[src/common/gbsp_defs.vh]
// Constants for the pin port: register offsets, fields, resets, timing.
// Assumes inclusion by the port top module, the monitor and the bench top; definitions only.
`ifndef GBSP_DEFS_VH
`define GBSP_DEFS_VH

// Register indices on the plain port (byte-free word addresses).
`define GBSP_ADDR_W         4
`define GBSP_REG_DIR        4'h0
`define GBSP_REG_OUT        4'h1
`define GBSP_REG_IRQ_EN     4'h2
`define GBSP_REG_EDGE       4'h3
`define GBSP_REG_FLAG       4'h4
`define GBSP_REG_IN         4'h5
`define GBSP_REG_STAT1      4'h6
`define GBSP_REG_PWRSEL     4'h7
`define GBSP_REG_CARDCTL    4'h8

// Pin numbers inside the pin vector.
`define GBSP_NPINS          11
`define GBSP_PIN_BOOT       6
`define GBSP_PIN_PWR_A      8
`define GBSP_PIN_PWR_B      10

// Fields of the status register.
`define GBSP_STAT_BOOT_BIT  0

// Fields of the power select register.
`define GBSP_PWR_SEL_A      0
`define GBSP_PWR_SEL_B      1
`define GBSP_PWR_ON_A       2
`define GBSP_PWR_ON_B       3

// Fields of the card control register.
`define GBSP_CC_CMD_PU      0
`define GBSP_CC_WP_PD       1
`define GBSP_CC_CMD_OE      2
`define GBSP_CC_CMD_OUT     3

// Reset values.
`define GBSP_RST_PINS       11'h000
`define GBSP_RST_CARDCTL    4'h3
`define GBSP_RST_PWR        4'h0

// Pull-up release point after reset negation, in cycles of the counter; the pull-up drops one cycle later.
`define GBSP_PU_HOLD_CYC    8

// Strap capture point after reset negation, in cycles of the counter.
`define GBSP_STRAP_SAMPLE_CYC 2

`endif

[src/verilog/gbsp_sync2.v]
// Two-stage synchroniser for a vector of asynchronous pin levels.
// Assumes a single clock domain and an active-low asynchronous reset.
`timescale 1ns/1ns
`default_nettype none
module gbsp_sync2 #(
   parameter W = 1
) (
   input  wire         clk,
   input  wire         arst_n,
   input  wire [W-1:0] d,
   output reg  [W-1:0] q
);
   reg [W-1:0] meta_q;

   always @(posedge clk or negedge arst_n) begin
      if (!arst_n) begin
         meta_q <= {W{1'b0}};
         q      <= {W{1'b0}};
      end else begin
         meta_q <= d;
         q      <= meta_q;
      end
   end
endmodule // gbsp_sync2
`default_nettype wire

[src/verilog/gbsp_edge_det.v]
// Per-pin edge detector with selectable polarity and sticky flags.
// Assumes synchronised inputs; clear mask is a one-cycle pulse.
`timescale 1ns/1ns
`default_nettype none
module gbsp_edge_det #(
   parameter N = 11
) (
   input  wire         clk,
   input  wire         arst_n,
   input  wire [N-1:0] pin_in,
   input  wire [N-1:0] enable,
   input  wire [N-1:0] rising,
   input  wire [N-1:0] clear,
   output reg  [N-1:0] flag_q
);
   reg  [N-1:0] prev_q;
   wire [N-1:0] hit;

   genvar i;
   generate
      for (i = 0; i < N; i = i + 1) begin : g_pin
         // Rising or falling edge per pin, as software selects.
         assign hit[i] = enable[i] & (rising[i] ?
                         (pin_in[i] & ~prev_q[i]) :
                         (~pin_in[i] & prev_q[i]));
      end
   endgenerate

   always @(posedge clk or negedge arst_n) begin
      if (!arst_n) begin
         prev_q <= {N{1'b0}};
         flag_q <= {N{1'b0}};
      end else begin
         prev_q <= pin_in;
         // A new edge wins over a clear in the same cycle.
         flag_q <= (flag_q & ~clear) | hit;
      end
   end
endmodule // gbsp_edge_det
`default_nettype wire

[src/verilog/gbsp_port.v]
// General purpose pin port with boot strap, card power and card pulls.
// Assumes pins arrive asynchronously; register port on the core clock.
//
// What this block does
// - Pins are input, edge interrupt or output.
// - Boot pin pull-up on during reset.
// - Pull-up released some cycles after reset.
// - Boot pin level captured two counter cycles after reset release.
// - Captured level readable in status register one.
// - Boot pin is ordinary pin once the pull-up is released.
// - Two pins switch to card power outputs.
// - Command line bidirectional with controlled pull-up.
// - Write-protect input has controlled pull-down.
//
// The implementer's own choices: the register offsets and the address-and-strobe port.
`timescale 1ns/1ns
`default_nettype none
`include "gbsp_defs.vh"
module gbsp_port #(
   parameter N = `GBSP_NPINS
) (
   input  wire                    clk,
   input  wire                    arst_n,
   input  wire [`GBSP_ADDR_W-1:0] reg_addr,
   input  wire [N-1:0]            reg_wdata,
   input  wire                    reg_wr,
   input  wire                    reg_rd,
   output reg  [N-1:0]            reg_rdata_q,
   input  wire [N-1:0]            pin_in,
   output reg  [N-1:0]            pin_out_q,
   output reg  [N-1:0]            pin_oe_q,
   output reg                     boot_pullup_en_q,
   output reg                     internal_code_select_flag_q,
   output reg                     pin_irq_q,
   output reg                     card_power_out_a_q,
   output reg                     card_power_out_b_q,
   input  wire                    card_command_line_in,
   output reg                     card_command_line_out_q,
   output reg                     card_command_line_oe_q,
   output reg                     card_command_pullup_en_q,
   input  wire                    card_write_protect_in,
   output reg                     card_write_protect_pd_en_q,
   output reg                     card_write_protect_q
);
   ////////////////////////////////////////////////////////////////////////
   // Pin synchronisers.
   wire [N-1:0] pin_s;
   wire [1:0]   card_s;

   gbsp_sync2 #(.W(N)) u_sync_pins (
      .clk    (clk),
      .arst_n (arst_n),
      .d      (pin_in),
      .q      (pin_s)
   );

   gbsp_sync2 #(.W(2)) u_sync_card (
      .clk    (clk),
      .arst_n (arst_n),
      .d      ({card_write_protect_in, card_command_line_in}),
      .q      (card_s)
   );

   ////////////////////////////////////////////////////////////////////////
   // Software registers.
   reg  [N-1:0] dir_q;
   reg  [N-1:0] out_q;
   reg  [N-1:0] irq_en_q;
   reg  [N-1:0] edge_q;
   reg  [3:0]   pwr_q;
   reg  [3:0]   cardctl_q;
   reg          cmd_in_q;
   wire [N-1:0] flag;
   wire [N-1:0] clr;
   wire         wr_dir;
   wire         wr_out;
   wire         wr_irq_en;
   wire         wr_edge;
   wire         wr_flag;
   wire         wr_pwr;
   wire         wr_cardctl;

   // One write strobe per writable register index.
   assign wr_dir     = reg_wr & (reg_addr == `GBSP_REG_DIR);
   assign wr_out     = reg_wr & (reg_addr == `GBSP_REG_OUT);
   assign wr_irq_en  = reg_wr & (reg_addr == `GBSP_REG_IRQ_EN);
   assign wr_edge    = reg_wr & (reg_addr == `GBSP_REG_EDGE);
   assign wr_flag    = reg_wr & (reg_addr == `GBSP_REG_FLAG);
   assign wr_pwr     = reg_wr & (reg_addr == `GBSP_REG_PWRSEL);
   assign wr_cardctl = reg_wr & (reg_addr == `GBSP_REG_CARDCTL);
   // Ones written to the flag index clear those flags.
   assign clr        = wr_flag ? reg_wdata : {N{1'b0}};

   // Direction per pin, a one drives the pin.
   always @(posedge clk or negedge arst_n) begin
      if (!arst_n) begin
         dir_q <= `GBSP_RST_PINS;
      end else if (wr_dir) begin
         dir_q <= reg_wdata;
      end
   end

   // Output level per pin.
   always @(posedge clk or negedge arst_n) begin
      if (!arst_n) begin
         out_q <= `GBSP_RST_PINS;
      end else if (wr_out) begin
         out_q <= reg_wdata;
      end
   end

   // Interrupt enable per pin.
   always @(posedge clk or negedge arst_n) begin
      if (!arst_n) begin
         irq_en_q <= `GBSP_RST_PINS;
      end else if (wr_irq_en) begin
         irq_en_q <= reg_wdata;
      end
   end

   // Edge select per pin, a one picks the rising edge.
   always @(posedge clk or negedge arst_n) begin
      if (!arst_n) begin
         edge_q <= `GBSP_RST_PINS;
      end else if (wr_edge) begin
         edge_q <= reg_wdata;
      end
   end

   // Card power select and power on bits.
   always @(posedge clk or negedge arst_n) begin
      if (!arst_n) begin
         pwr_q <= `GBSP_RST_PWR;
      end else if (wr_pwr) begin
         pwr_q <= reg_wdata[3:0];
      end
   end

   // Card line pulls and command line drive.
   always @(posedge clk or negedge arst_n) begin
      if (!arst_n) begin
         cardctl_q <= `GBSP_RST_CARDCTL;
      end else if (wr_cardctl) begin
         cardctl_q <= reg_wdata[3:0];
      end
   end

   ////////////////////////////////////////////////////////////////////////
   // Edge-triggered interrupt inputs (inputs only).
   gbsp_edge_det #(.N(N)) u_edge (
      .clk    (clk),
      .arst_n (arst_n),
      .pin_in (pin_s),
      .enable (irq_en_q & ~dir_q),
      .rising (edge_q),
      .clear  (clr),
      .flag_q (flag)
   );

   ////////////////////////////////////////////////////////////////////////
   // Boot strap: pull-up held, level captured after release, pull-up off.
   reg  [3:0] hold_cnt_q;
   reg  [3:0] hold_cnt_d;
   reg        boot_done_q;
   reg        boot_done_d;
   reg        boot_pullup_en_d;
   reg        internal_code_select_flag_d;

   always @* begin
      hold_cnt_d                  = hold_cnt_q;
      boot_done_d                 = boot_done_q;
      boot_pullup_en_d            = boot_pullup_en_q;
      internal_code_select_flag_d = internal_code_select_flag_q;
      if (!boot_done_q) begin
         // The synchroniser resets to zero, so the pin is first seen here.
         if (hold_cnt_q == `GBSP_STRAP_SAMPLE_CYC) begin
            internal_code_select_flag_d = pin_s[`GBSP_PIN_BOOT];
         end
         if (hold_cnt_q == `GBSP_PU_HOLD_CYC) begin
            boot_pullup_en_d = 1'b0;
            boot_done_d      = 1'b1;
         end else begin
            hold_cnt_d = hold_cnt_q + 4'h1;
         end
      end
   end

   always @(posedge clk or negedge arst_n) begin
      if (!arst_n) begin
         hold_cnt_q                  <= 4'h0;
         boot_done_q                 <= 1'b0;
         boot_pullup_en_q            <= 1'b1;
         internal_code_select_flag_q <= 1'b1;
      end else begin
         hold_cnt_q                  <= hold_cnt_d;
         boot_done_q                 <= boot_done_d;
         boot_pullup_en_q            <= boot_pullup_en_d;
         internal_code_select_flag_q <= internal_code_select_flag_d;
      end
   end

   ////////////////////////////////////////////////////////////////////////
   // Pin drivers, card power, card lines and read port.
   wire [N-1:0] pwr_sel_mask = ({{(N-1){1'b0}}, pwr_q[`GBSP_PWR_SEL_A]}
                                << `GBSP_PIN_PWR_A) |
                               ({{(N-1){1'b0}}, pwr_q[`GBSP_PWR_SEL_B]}
                                << `GBSP_PIN_PWR_B);
   wire [N-1:0] boot_mask = {{(N-1){1'b0}}, ~boot_done_q}
                            << `GBSP_PIN_BOOT;
   wire [N-1:0] pin_oe_d;
   wire [N-1:0] pin_out_d;
   reg  [N-1:0] rd_d;

   genvar p;
   generate
      for (p = 0; p < N; p = p + 1) begin : g_drv
         // Power pins while selected and the boot pin during strap stay released.
         assign pin_oe_d[p]  = dir_q[p] & ~pwr_sel_mask[p] &
                               ~boot_mask[p];
         assign pin_out_d[p] = out_q[p] & ~pwr_sel_mask[p];
      end
   endgenerate

   always @* begin
      case (reg_addr)
         `GBSP_REG_DIR:     rd_d = dir_q;
         `GBSP_REG_OUT:     rd_d = out_q;
         `GBSP_REG_IRQ_EN:  rd_d = irq_en_q;
         `GBSP_REG_EDGE:    rd_d = edge_q;
         `GBSP_REG_FLAG:    rd_d = flag;
         `GBSP_REG_IN:      rd_d = pin_s;
         `GBSP_REG_STAT1:   rd_d = {{(N-1){1'b0}},
                                    internal_code_select_flag_q};
         `GBSP_REG_PWRSEL:  rd_d = {{(N-4){1'b0}}, pwr_q};
         `GBSP_REG_CARDCTL: rd_d = {{(N-6){1'b0}}, card_s[1], cmd_in_q,
                                    cardctl_q};
         default:           rd_d = {N{1'b0}};
      endcase
   end

   // Read data stand for one cycle after each cycle with the read strobe high, and read as zero otherwise.
   always @(posedge clk or negedge arst_n) begin
      if (!arst_n) begin
         reg_rdata_q <= {N{1'b0}};
      end else begin
         reg_rdata_q <= reg_rd ? rd_d : {N{1'b0}};
      end
   end

   // Pin drive enables and levels.
   always @(posedge clk or negedge arst_n) begin
      if (!arst_n) begin
         pin_oe_q  <= {N{1'b0}};
         pin_out_q <= {N{1'b0}};
      end else begin
         pin_oe_q  <= pin_oe_d;
         pin_out_q <= pin_out_d;
      end
   end

   // Interrupt line is the OR of all sticky flags.
   always @(posedge clk or negedge arst_n) begin
      if (!arst_n) begin
         pin_irq_q <= 1'b0;
      end else begin
         pin_irq_q <= |flag;
      end
   end

   // Card power follows the on bit only while its pin is selected.
   always @(posedge clk or negedge arst_n) begin
      if (!arst_n) begin
         card_power_out_a_q <= 1'b0;
         card_power_out_b_q <= 1'b0;
      end else begin
         card_power_out_a_q <= pwr_q[`GBSP_PWR_SEL_A] &
                               pwr_q[`GBSP_PWR_ON_A];
         card_power_out_b_q <= pwr_q[`GBSP_PWR_SEL_B] &
                               pwr_q[`GBSP_PWR_ON_B];
      end
   end

   // Command line drive, pull-up and received level.
   always @(posedge clk or negedge arst_n) begin
      if (!arst_n) begin
         card_command_line_out_q  <= 1'b0;
         card_command_line_oe_q   <= 1'b0;
         card_command_pullup_en_q <= 1'b1;
         cmd_in_q                 <= 1'b0;
      end else begin
         card_command_line_out_q  <= cardctl_q[`GBSP_CC_CMD_OUT];
         card_command_line_oe_q   <= cardctl_q[`GBSP_CC_CMD_OE];
         card_command_pullup_en_q <= cardctl_q[`GBSP_CC_CMD_PU];
         cmd_in_q                 <= card_s[0];
      end
   end

   // Write-protect pull-down and received level.
   always @(posedge clk or negedge arst_n) begin
      if (!arst_n) begin
         card_write_protect_pd_en_q <= 1'b1;
         card_write_protect_q       <= 1'b0;
      end else begin
         card_write_protect_pd_en_q <= cardctl_q[`GBSP_CC_WP_PD];
         card_write_protect_q       <= card_s[1];
      end
   end
endmodule // gbsp_port
`default_nettype wire

[config.mk]
export PLATFORM = sky130hd
export DESIGN_NAME = gbsp_port
export DESIGN_NICKNAME = d
export VERILOG_FILES = /design/src/verilog/gbsp_sync2.v /design/src/verilog/gbsp_edge_det.v /design/src/verilog/gbsp_port.v
export VERILOG_INCLUDE_DIRS = /design/src /design/src/common
export SDC_FILE = /design/constraint.sdc
export NUM_CORES = 1
export LEC_CHECK = 0
export ABC_CLOCK_PERIOD_IN_PS = 1500
export BUFFER_PORTS_ARGS = -buffer_cell sky130_fd_sc_hd__buf_2
export CELL_PAD_IN_SITES_DETAIL_PLACEMENT = 1
export CELL_PAD_IN_SITES_GLOBAL_PLACEMENT = 1
export CORE_MARGIN = 2
export CORE_UTILIZATION = 42
export DETAILED_ROUTE_END_ITERATION = 8
export PLACE_DENSITY = 0.78
export SLEW_MARGIN = 20
export SYNTH_ARGS = -nofsm -noshare
export SYNTH_HDL_FRONTEND = slang
export SYNTH_SLANG_ARGS = --single-unit
[constraint.sdc]
create_clock -name clk -period 1.5 [get_ports clk]
set_input_delay 0.075 -clock clk [delete_from_list [all_inputs] [get_ports clk]]
set_output_delay 0.075 -clock clk [all_outputs]
set_load 0.01 [all_outputs]
### Word level (Yosys, flattened, before mapping)

Index checks and enable logic that the tools add are counted.

| storage, ports and cells | value |
|---|---|
| word-level logic and storage cells | 166 |
| register bits | 149 |

| cells by class | value |
|---|---|
| equality and inequality tests | 10 |
| bitwise logic cells | 106 |
| add/sub/neg operators | 1 |
| multiplexer cells | 16 |
| reduce and logical (&&, ||, !) cells | 5 |

Operators with widths:

| kind | number |
|---|---|
| $pmux 11 s9 | 1 |
| $and 1x1->1 | 65 |
| $not 1->1 | 35 |
| $and 11x11->11 | 2 |
| $mux 11 | 2 |
| $not 11->11 | 2 |
| $eq 4x3->1 const B | 4 |
| $mux 1 | 13 |
| $eq 4x2->1 const B | 3 |
| $or 11x11->11 | 1 |
| $or 9x11->11 | 1 |
| $reduce_or 11->1 | 1 |
| $eq 4x4->1 const B | 2 |
| $reduce_and 2->1 | 3 |
| $add 4x1->4 const B | 1 |
| $eq 4x1->1 const B | 1 |
| $logic_not 4->1 | 1 |

### Logic depth before layout (Yosys ltp)

Gate-level depths: netlist (run 1).

| depth | value |
|---|---|
| depth in word-level cells | 6 |
| gate-level depth with buffers | 7 |
| gate-level depth less buffers | 6 |

### By module

A second synthesis (run 1) with hierarchy kept.

| unflattened totals | value |
|---|---|
| cells, all modules | 417 |
| area total of the unflattened synthesis | 5934.4 um^2 |

By module, submodules not included:

| module | area each (um^2) | cells an instance | times used |
|---|---|---|---|
| gbsp_port | 4389.2 | 325 | 1 |
| gbsp_edge_det | 894.6 | 66 | 1 |
| gbsp_sync2 (u_sync_pins) | 550.5 | 22 | 1 |
| gbsp_sync2 (u_sync_card) | 100.1 | 4 | 1 |

### Least setup slack after synthesis (run 1)

OpenSTA, ideal clock, no wires.

| path | value |
|---|---|
| path type | reg-to-reg |
| start point | register hold_cnt_q[0] |
| end point | register hold_cnt_q[1] |
| period minus slack after synthesis | 1378 ps |
| setup slack | 122 ps |
| setup time | 125 ps |
| data arrival time | 1253 ps |
| path buffers | 0 |
| required time | 1375 ps |
| cell stages (with the launch flop) | 7 |
| cell sequence | dfrtp_1 > inv_1 > ha_1 > nand2_1 > nor2_1 > nor2_1 > mux2_2 |

| on the way | value |
|---|---|
| word-level cells in the longest chain between the ends | 3 |

RTL lines:

| what | RTL line | text |
|---|---|---|
| from (decl) | gbsp_port.v:162 | `reg [3:0] hold_cnt_q;` |
| from (signal assigned) | gbsp_port.v:195 | `hold_cnt_q <= hold_cnt_d;` |
| branches (longest 3 deep; another with $add 4x1->4) | - |  |

Parallel ways; which one is timed is not known.
A chain may end at the register's enable or synchronous reset.

### Worst setup path in the final report (run 1)

| path | value |
|---|---|
| start point | register u_edge.flag_q[0] |
| end point | register reg_rdata_q[0] |

| on the way | value |
|---|---|
| word-level cells in the longest chain between the ends | 2 |

RTL lines:

| what | RTL line | text |
|---|---|---|
| from (decl) | gbsp_edge_det.v:14 | `output reg [N-1:0] flag_q` |
| from (signal assigned) | gbsp_edge_det.v:32 | `flag_q <= {N{1'b0}};` |
| from (signal assigned) | gbsp_edge_det.v:36 | `flag_q <= (flag_q & ~clear) \| hit;` |
| $pmux 11 s9 | gbsp_port.v:225 | `case (reg_addr)` |
| $mux 11 | gbsp_port.v:246 | `reg_rdata_q <= reg_rd ? rd_d : {N{1'b0}};` |
| to (signal assigned) | gbsp_port.v:244 | `reg_rdata_q <= {N{1'b0}};` |
| to (signal assigned) | gbsp_port.v:246 |  |
| to (decl) | gbsp_port.v:28 | `output reg [N-1:0] reg_rdata_q,` |

Every way passes these cells.

==> results of run 1 <==
## per-stage QoR
step	hold slack, ns	utilization [%]	cell area [um^2]	power [mW]
floorplan	-0.221	-	5800	6.09
global placement	0.0455	49.6	6630	6.77
detailed placement	0.0504	49.6	6630	6.86
CTS	0.0934	56.2	7500	11.4
global route	0.112	56.4	7530	11.8
finish	0.117	56.4	7530	11.3
## state kept, by name, indices dropped and copies added, names as in the netlist, 2 cells and up
register and cells:
cardctl_q 4, dir_q 11, edge_q 11, hold_cnt_q 4, irq_en_q 11, out_q 11
pin_oe_q 11, pin_out_q 11, pwr_q 4, reg_rdata_q 11, u_edge.flag_q 11, u_edge.prev_q 11
u_sync_card.meta_q 2, u_sync_card.q 2, u_sync_pins.meta_q 11, u_sync_pins.q 11
## final cells by class
class,count,area [um^2]
Fill cell,1371,5820
Sequential cell,149,3740
Multi-Input combinational cell,237,1900
Timing Repair Buffer,142,1000
Clock buffer,18,439
Tap cell,176,220
Clock inverter,14,175
Inverter,16,60.1
## cell usage after synthesis, types with 2 or more instances
cell | instances | area (um^2)
nor4b_4 | 2 | 47.6
nor4_1 | 2 | 12.5
buf_4 | 5 | 37.5
xnor2_1 | 2 | 17.5
mux2i_1 | 10 | 100
nand2_1 | 41 | 154
a21oi_1 | 6 | 30.0
nand3_1 | 5 | 25.0
buf_2 | 5 | 25.0
o32a_1 | 3 | 30.0
a32o_1 | 11 | 110
nor3_4 | 2 | 32.5
a32oi_1 | 5 | 43.8
nor2b_1 | 9 | 56.3
nor2_1 | 18 | 67.6
a31oi_1 | 4 | 25.0
dfstp_2 | 6 | 158
buf_6 | 4 | 45.0
and2_1 | 4 | 25.0
ha_1 | 3 | 37.5
a221oi_1 | 2 | 17.5
inv_1 | 15 | 56.3
nor3_1 | 4 | 20.0
mux2_4 | 10 | 150
a22o_1 | 3 | 26.3
a2bb2oi_1 | 2 | 17.5
a22oi_1 | 12 | 90.1
o31a_1 | 2 | 17.5
dfrtp_1 | 143 | 3580
mux4_2 | 2 | 45.0
mux2_2 | 46 | 518
o21ai_0 | 15 | 75.1
## per-layer routing
| layer | GRT usage [%] | wire length (um) |
|---|---|---|
| met1 | 29.1 | 6500 |
| met4 | 11.3 | 551 |
| met3 | 5.38 | 899 |
| met5 | 0 | 0 |
| met2 | 37.7 | 7870 |
## kinds of logic after synthesis
family,after synthesis,share of synthesized area (%)
compound gates,67,8.62
xor+xnor,2,0.302
fa+ha+maj,3,0.647
buf+inv,32,3.19
flops,149,64.4
mux,68,14.0
simple gates,97,8.84
## worst paths after layout
kind | slack [ns] | startpoint | depth (start not counted) | end
setup reg to reg | 0.04 | u_edge.flag_q[0] | 4 | reg_rdata_q[0]
hold reg to reg | 0.35 | u_sync_pins.meta_q[9] | 0 | u_sync_pins.q[9]
min in group asynchronous | 0.15 | arst_n | 2 | pin_out_q[7]
setup / recovery | 0.04 | u_edge.flag_q[0] | 4 | reg_rdata_q[0]
hold / removal | 0.12 | reg_addr[3] | 3 | reg_rdata_q[8]
max in group asynchronous | 0.74 | arst_n | 3 | internal_code_select_flag_q
## power groups by stage
stage | registers [mW] | clock network, mW | logic, mW
final | 5.35 | 4.43 | 1.56
after CTS | 5.35 | 4.48 | 1.56
after detailed placement | 5.39 | 0 | 1.48
after floorplan | 5.28 | 0 | 0.811
after global placement | 5.35 | 0 | 1.41
after global routing | 5.44 | 4.66 | 1.71
## worst reg2reg max path, stage by stage, from the launching register on
cell and delay, ns:
dfrtp_1 0.44, mux4_2 0.48, a32oi_1 0.18, o21ai_0 0.10
nor2b_1 0.14
## timing repair
| action | in CTS | in global routing |
|---|---|---|
| hold endpoints to repair | 186 | 0 |
| buffers inserted | 0 | 3 |
| pin swaps | 0 | 1 |
| endpoints found under the setup margin | 2 | 3 |
| resized for setup | 2 | 3 |
| hold buffers | 25 | 0 |
==> reports/metrics.csv, run 1 <==
stage,metric,value,unit
synthesis,Synth Cell Area,5800,um^2
place,placed cells,692,
die,full die area,14800,um^2
clock_network,H-tree depth,4,
power_and_ir_drop,Switch Pwr,3.06,mW
detailed_routing,Iter 0 DRT Violations,342,
sta,Max transition margin,69.4,%
detailed_routing,number of antenna-violating nets in the routed design,0,
clock_network,"Reg clk slew, reported paths",0.06,ns
clock_network,worst skew pair latency,0.43,ns
sta,fin crit share,97.2,%
detailed_routing,DR vias/cell,5.46,
sta,setup violators final,0,
setup_path,CP Launch Type,flip-flop,
detailed_routing,final WL,15800,um
global_routing,number of global-route vias before repair,4506,
sta,min cycle time layout,1.46,ns
place,pre-CTS setup slack,-0.00398,ns
detailed_routing,via count,4105,
cells_and_area,"commonest non-fill, non-tap cells in the layout","dfrtp_1, buf_2, mux2_2",
clock_network,maximum buffer depth of the clock tree,2,
hold_path,path type of the worst min-delay path,input pin to flip-flop,
power_and_ir_drop,Comb pwr share,13.7,%
power_and_ir_drop,leakage,3.48,nW
detailed_routing,wire length per cell,21.0,um
sta,final hold vios,0,
setup_path,critical path class,flip-flop to flip-flop,
place,Final GP Congestion,0.853,
setup_path,crit-path max FO,4,
clock_network,CTS tree,done,
synthesis,library cells used by synthesis,47,
setup_path,Crit. End Element,flip-flop,
die,Starting Density,43.5,%
sta,skew final,0.00648,ns
power_and_ir_drop,Power Density,1510,nW/um^2
flow_run,max_cap viols,0,
synthesis,ys async rst share,100,%
synthesis,Synthesized Nets,453,
setup_path,Crit path buffers/inverters,0,
die,row count,42,
synthesis,#FFs+latches synth,149,
power_and_ir_drop,register share of total power,47.2,%
power_and_ir_drop,clock group share of total power,39.0,%
synthesis,prevailing post-synth register cell,dfrtp_1,
synthesis,number of flops mapped to enable cells by yosys,0,
sta,worst setup margin,0.0413,ns
clock_network,Clock Sinks,149,
setup_path,CP arrival,1.77,ns
sta,Slew Limit Fails,0,
sta,Worst Max-Slew Pin Slew,0.459,ns
die,Die Y,122,um
global_routing,global-route wire length before repair,25200,um
synthesis,Synthesis Warnings,0,
global_routing,global-route usage over all layers,23.1,%
setup_path,family with the most delay on the worst path,multiplexers,
power_and_ir_drop,Worst VDD drop,0.838,mV
setup_path,CP max stage cell,mux4_2,
cells_and_area,Layout area overhead,29.7,%
global_routing,initial antenna violation count,0,
synthesis,mean post-synth cell area,13.9,um^2
detailed_routing,drt first pass iters,5,
die,number of top-level pins,75,
setup_path,worst path cell trace,mux4_2 > a32oi_1 > o21ai_0 > nor2b_1,
clock_network,CTS buffer count,17,
global_routing,largest net degree at the start of global routing,50,
clock_network,root buf cell,clkbuf_16,
die,core area,13300,um^2
cells_and_area,Total Nets Final,598,
synthesis,sequential fraction of the synthesis area,64.4,%
place,HPWL after DPL,10300,um
cells_and_area,"most common cell after layout, fill and taps aside",dfrtp_1,
power_and_ir_drop,cell internal pwr,8.27,mW
run_status,status,finished clean,
die,Die W,122,um
cells_and_area,fraction of layout cells with a size suffix above 1,39.2,%
place,IO Port Bufs,74,
sta,Fmax achieved,686,MHz
power_and_ir_drop,switching share of total power,27.0,%
cells_and_area,antenna diode count,0,
sta,TNS Setup,0,ns
global_routing,GRT overflow,0,
setup_path,Max stage delay on crit path,0.48,ns
synthesis,Post-Syn Instances,418,
cells_and_area,Layout Cells excl Fill,752,
setup_path,WP data required,1.81,ns
detailed_routing,number of remaining DRC errors,0,
(Power assumes the default switching activity.)
==> run 2: changes to the inputs <==
--- a/config.mk
+++ b/config.mk
@@ -13,7 +13,7 @@
 export CORE_MARGIN = 2
 export CORE_UTILIZATION = 42
 export DETAILED_ROUTE_END_ITERATION = 8
-export PLACE_DENSITY = 0.78
+export PLACE_DENSITY_LB_ADDON = 0.08
 export SLEW_MARGIN = 20
 export SYNTH_ARGS = -nofsm -noshare
 export SYNTH_HDL_FRONTEND = slang
==> run 2 against run 1 <==
  * Clock power increased by 1%
  * Hold slack got worse by 0.11 ns
  * Sequential share of layout area is 0.28 points higher
  * Setup slack improved by 0.040 ns
  * Largest cell class unchanged
==> reports/metrics.csv, run 2 (synthesis results as in run 1) <==
stage,metric,value,unit
run_status,status,finished clean,
clock_network,CTS buffer count,17,
place,IO Port Bufs,74,
hold_path,worst hold stages,2,
sta,setup violators final,0,
sta,TNS Setup,0,ns
setup_path,CP Launch Type,flip-flop,
hold_path,path type of the worst min-delay path,input pin to flip-flop,
setup_path,critical path class,flip-flop to flip-flop,
power_and_ir_drop,Power Density,1520,nW/um^2
cells_and_area,register area,3740,um^2
sta,Fmax achieved,705,MHz
sta,Max transition margin,58.6,%
setup_path,Crit. End Element,flip-flop,
cells_and_area,Total Nets Final,591,
detailed_routing,drt first pass iters,4,
detailed_routing,Iter 0 DRT Violations,160,
setup_path,Reg2Reg Setup Slack,0.08,ns
sta,final hold vios,0,
power_and_ir_drop,leakage,3.45,nW
sta,skew final,0.00687,ns
power_and_ir_drop,Worst VDD drop,0.820,mV
clock_network,CTS tree,done,
sta,Fin Hold WS,0.00835,ns
setup_path,Reg-to-Reg Start,pwr_q[0],
hold_path,Worst Hold End,dir_q[1],
setup_path,crit-path max FO,2,
setup_path,number of cells on the worst reg-to-reg path,4,
sta,fin crit share,94.6,%
cells_and_area,"most common cell after layout, fill and taps aside",dfrtp_1,
power_and_ir_drop,total power,11.4,mW
clock_network,worst skew pair latency,0.43,ns
setup_path,CP arrival,1.72,ns
hold_path,Worst Hold Launch,reg_wdata[1],
place,Final GP Congestion,0.855,
clock_network,"Reg clk slew, reported paths",0.06,ns
global_routing,global-route usage over all layers,22.4,%
die,number of top-level pins,75,
clock_network,root buf cell,clkbuf_16,
die,Die Y,122,um
die,row count,42,
global_routing,GRT overflow,0,
sta,RSZ-0062 raised after global routing,false,
setup_path,WP data required,1.81,ns
cells_and_area,"commonest non-fill, non-tap cells in the layout","dfrtp_1, buf_2, mux2_2",
clock_network,maximum buffer depth of the clock tree,2,
die,Die W,122,um
cells_and_area,Layout area overhead,29.0,%
clock_network,Clock Sinks,149,
global_routing,global-route wire length before repair,24300,um
cells_and_area,fraction of layout cells with a size suffix above 1,38.5,%
clock_network,H-tree depth,4,
sta,min cycle time layout,1.42,ns
die,core area,13300,um^2
detailed_routing,number of remaining DRC errors,0,
flow_run,max_cap viols,0,
place,HPWL after DPL,10400,um
sta,Slew Limit Fails,0,
sta,Worst Max-Slew Pin Slew,0.615,ns
detailed_routing,final WL,15000,um
detailed_routing,via count,3911,
die,full die area,14800,um^2
cells_and_area,antenna diode count,0,
detailed_routing,wire length per cell,20.1,um
die,Starting Density,43.5,%
cells_and_area,Fillers,1361,
global_routing,number of global-route vias before repair,4300,
setup_path,Reg-to-Reg End,reg_rdata_q[0],
cells_and_area,area of the multi-input gates,1890,um^2
global_routing,initial antenna violation count,0,
detailed_routing,DR vias/cell,5.25,
global_routing,largest net degree at the start of global routing,50,
detailed_routing,number of antenna-violating nets in the routed design,0,
## run 2: worst max-delay path by stage
stage | from | to | depth (start not counted)
after floorplan | hold_cnt_q[0] | hold_cnt_q[1] | 6
after global placement | edge_q[0] | reg_rdata_q[0] | 4
after detailed placement | hold_cnt_q[0] | internal_code_select_flag_q | 4
after CTS | hold_cnt_q[0] | hold_cnt_q[1] | 6
after global routing | hold_cnt_q[1] | hold_cnt_q[1] | 6
final | pwr_q[0] | reg_rdata_q[0] | 4
## run 2: metrics by stage
stage / instances / util [%] / setup slack, ns / area (um^2)
floorplan: 418 / - / 0.122 / 5800
finish: 745 / 56.1 / 0.0813 / 7480
global route: 745 / 56.1 / 0.00369 / 7480
global placement: 690 / 49.6 / 0.104 / 6620
CTS: 743 / 55.9 / 0.0643 / 7470
detailed placement: 690 / 49.6 / 0.00526 / 6620
## run 2: power breakdown
part	internal [mW]	switching [mW]	leakage (nW)
sequential	4.75	0.545	1.79
clock	2.83	1.66	0.300
combinational	0.852	0.717	1.36
## run 2: final cells by class
type                       count  area share, %
inverter                      16          0.803
clock buffer                  20           5.97
sequential                   149           49.9
timing repair buffer         135           12.7
multi-input combinational    237           25.3
tap                          176           2.94
clock inverter                12           2.41
## run 2: timing repair
action,CTS,global route
cloned,0,0
hold endpoints to repair,153,0
setup buffers,0,2
setup endpoints to repair,1,1
pin swaps,0,1
gates resized for setup,1,2
hold buffers,21,0
## run 2: layer usage
layer | vias to the layer above | track usage, % | wire length, um
li1 | 1778 | - | -
met1 | 2011 | 28.9 | 6600
met2 | 98 | 37.5 | 7500
met3 | 24 | 4.63 | 567
met4 | 0 | 8.55 | 299
met5 | - | 0 | 0
## run 2: critical path, stage by stage, from the launching register on
cell and delay, ns:
dfrtp_1 0.40, mux4_2 0.48, a32oi_1 0.20, o21ai_0 0.09, nor2b_1 0.13
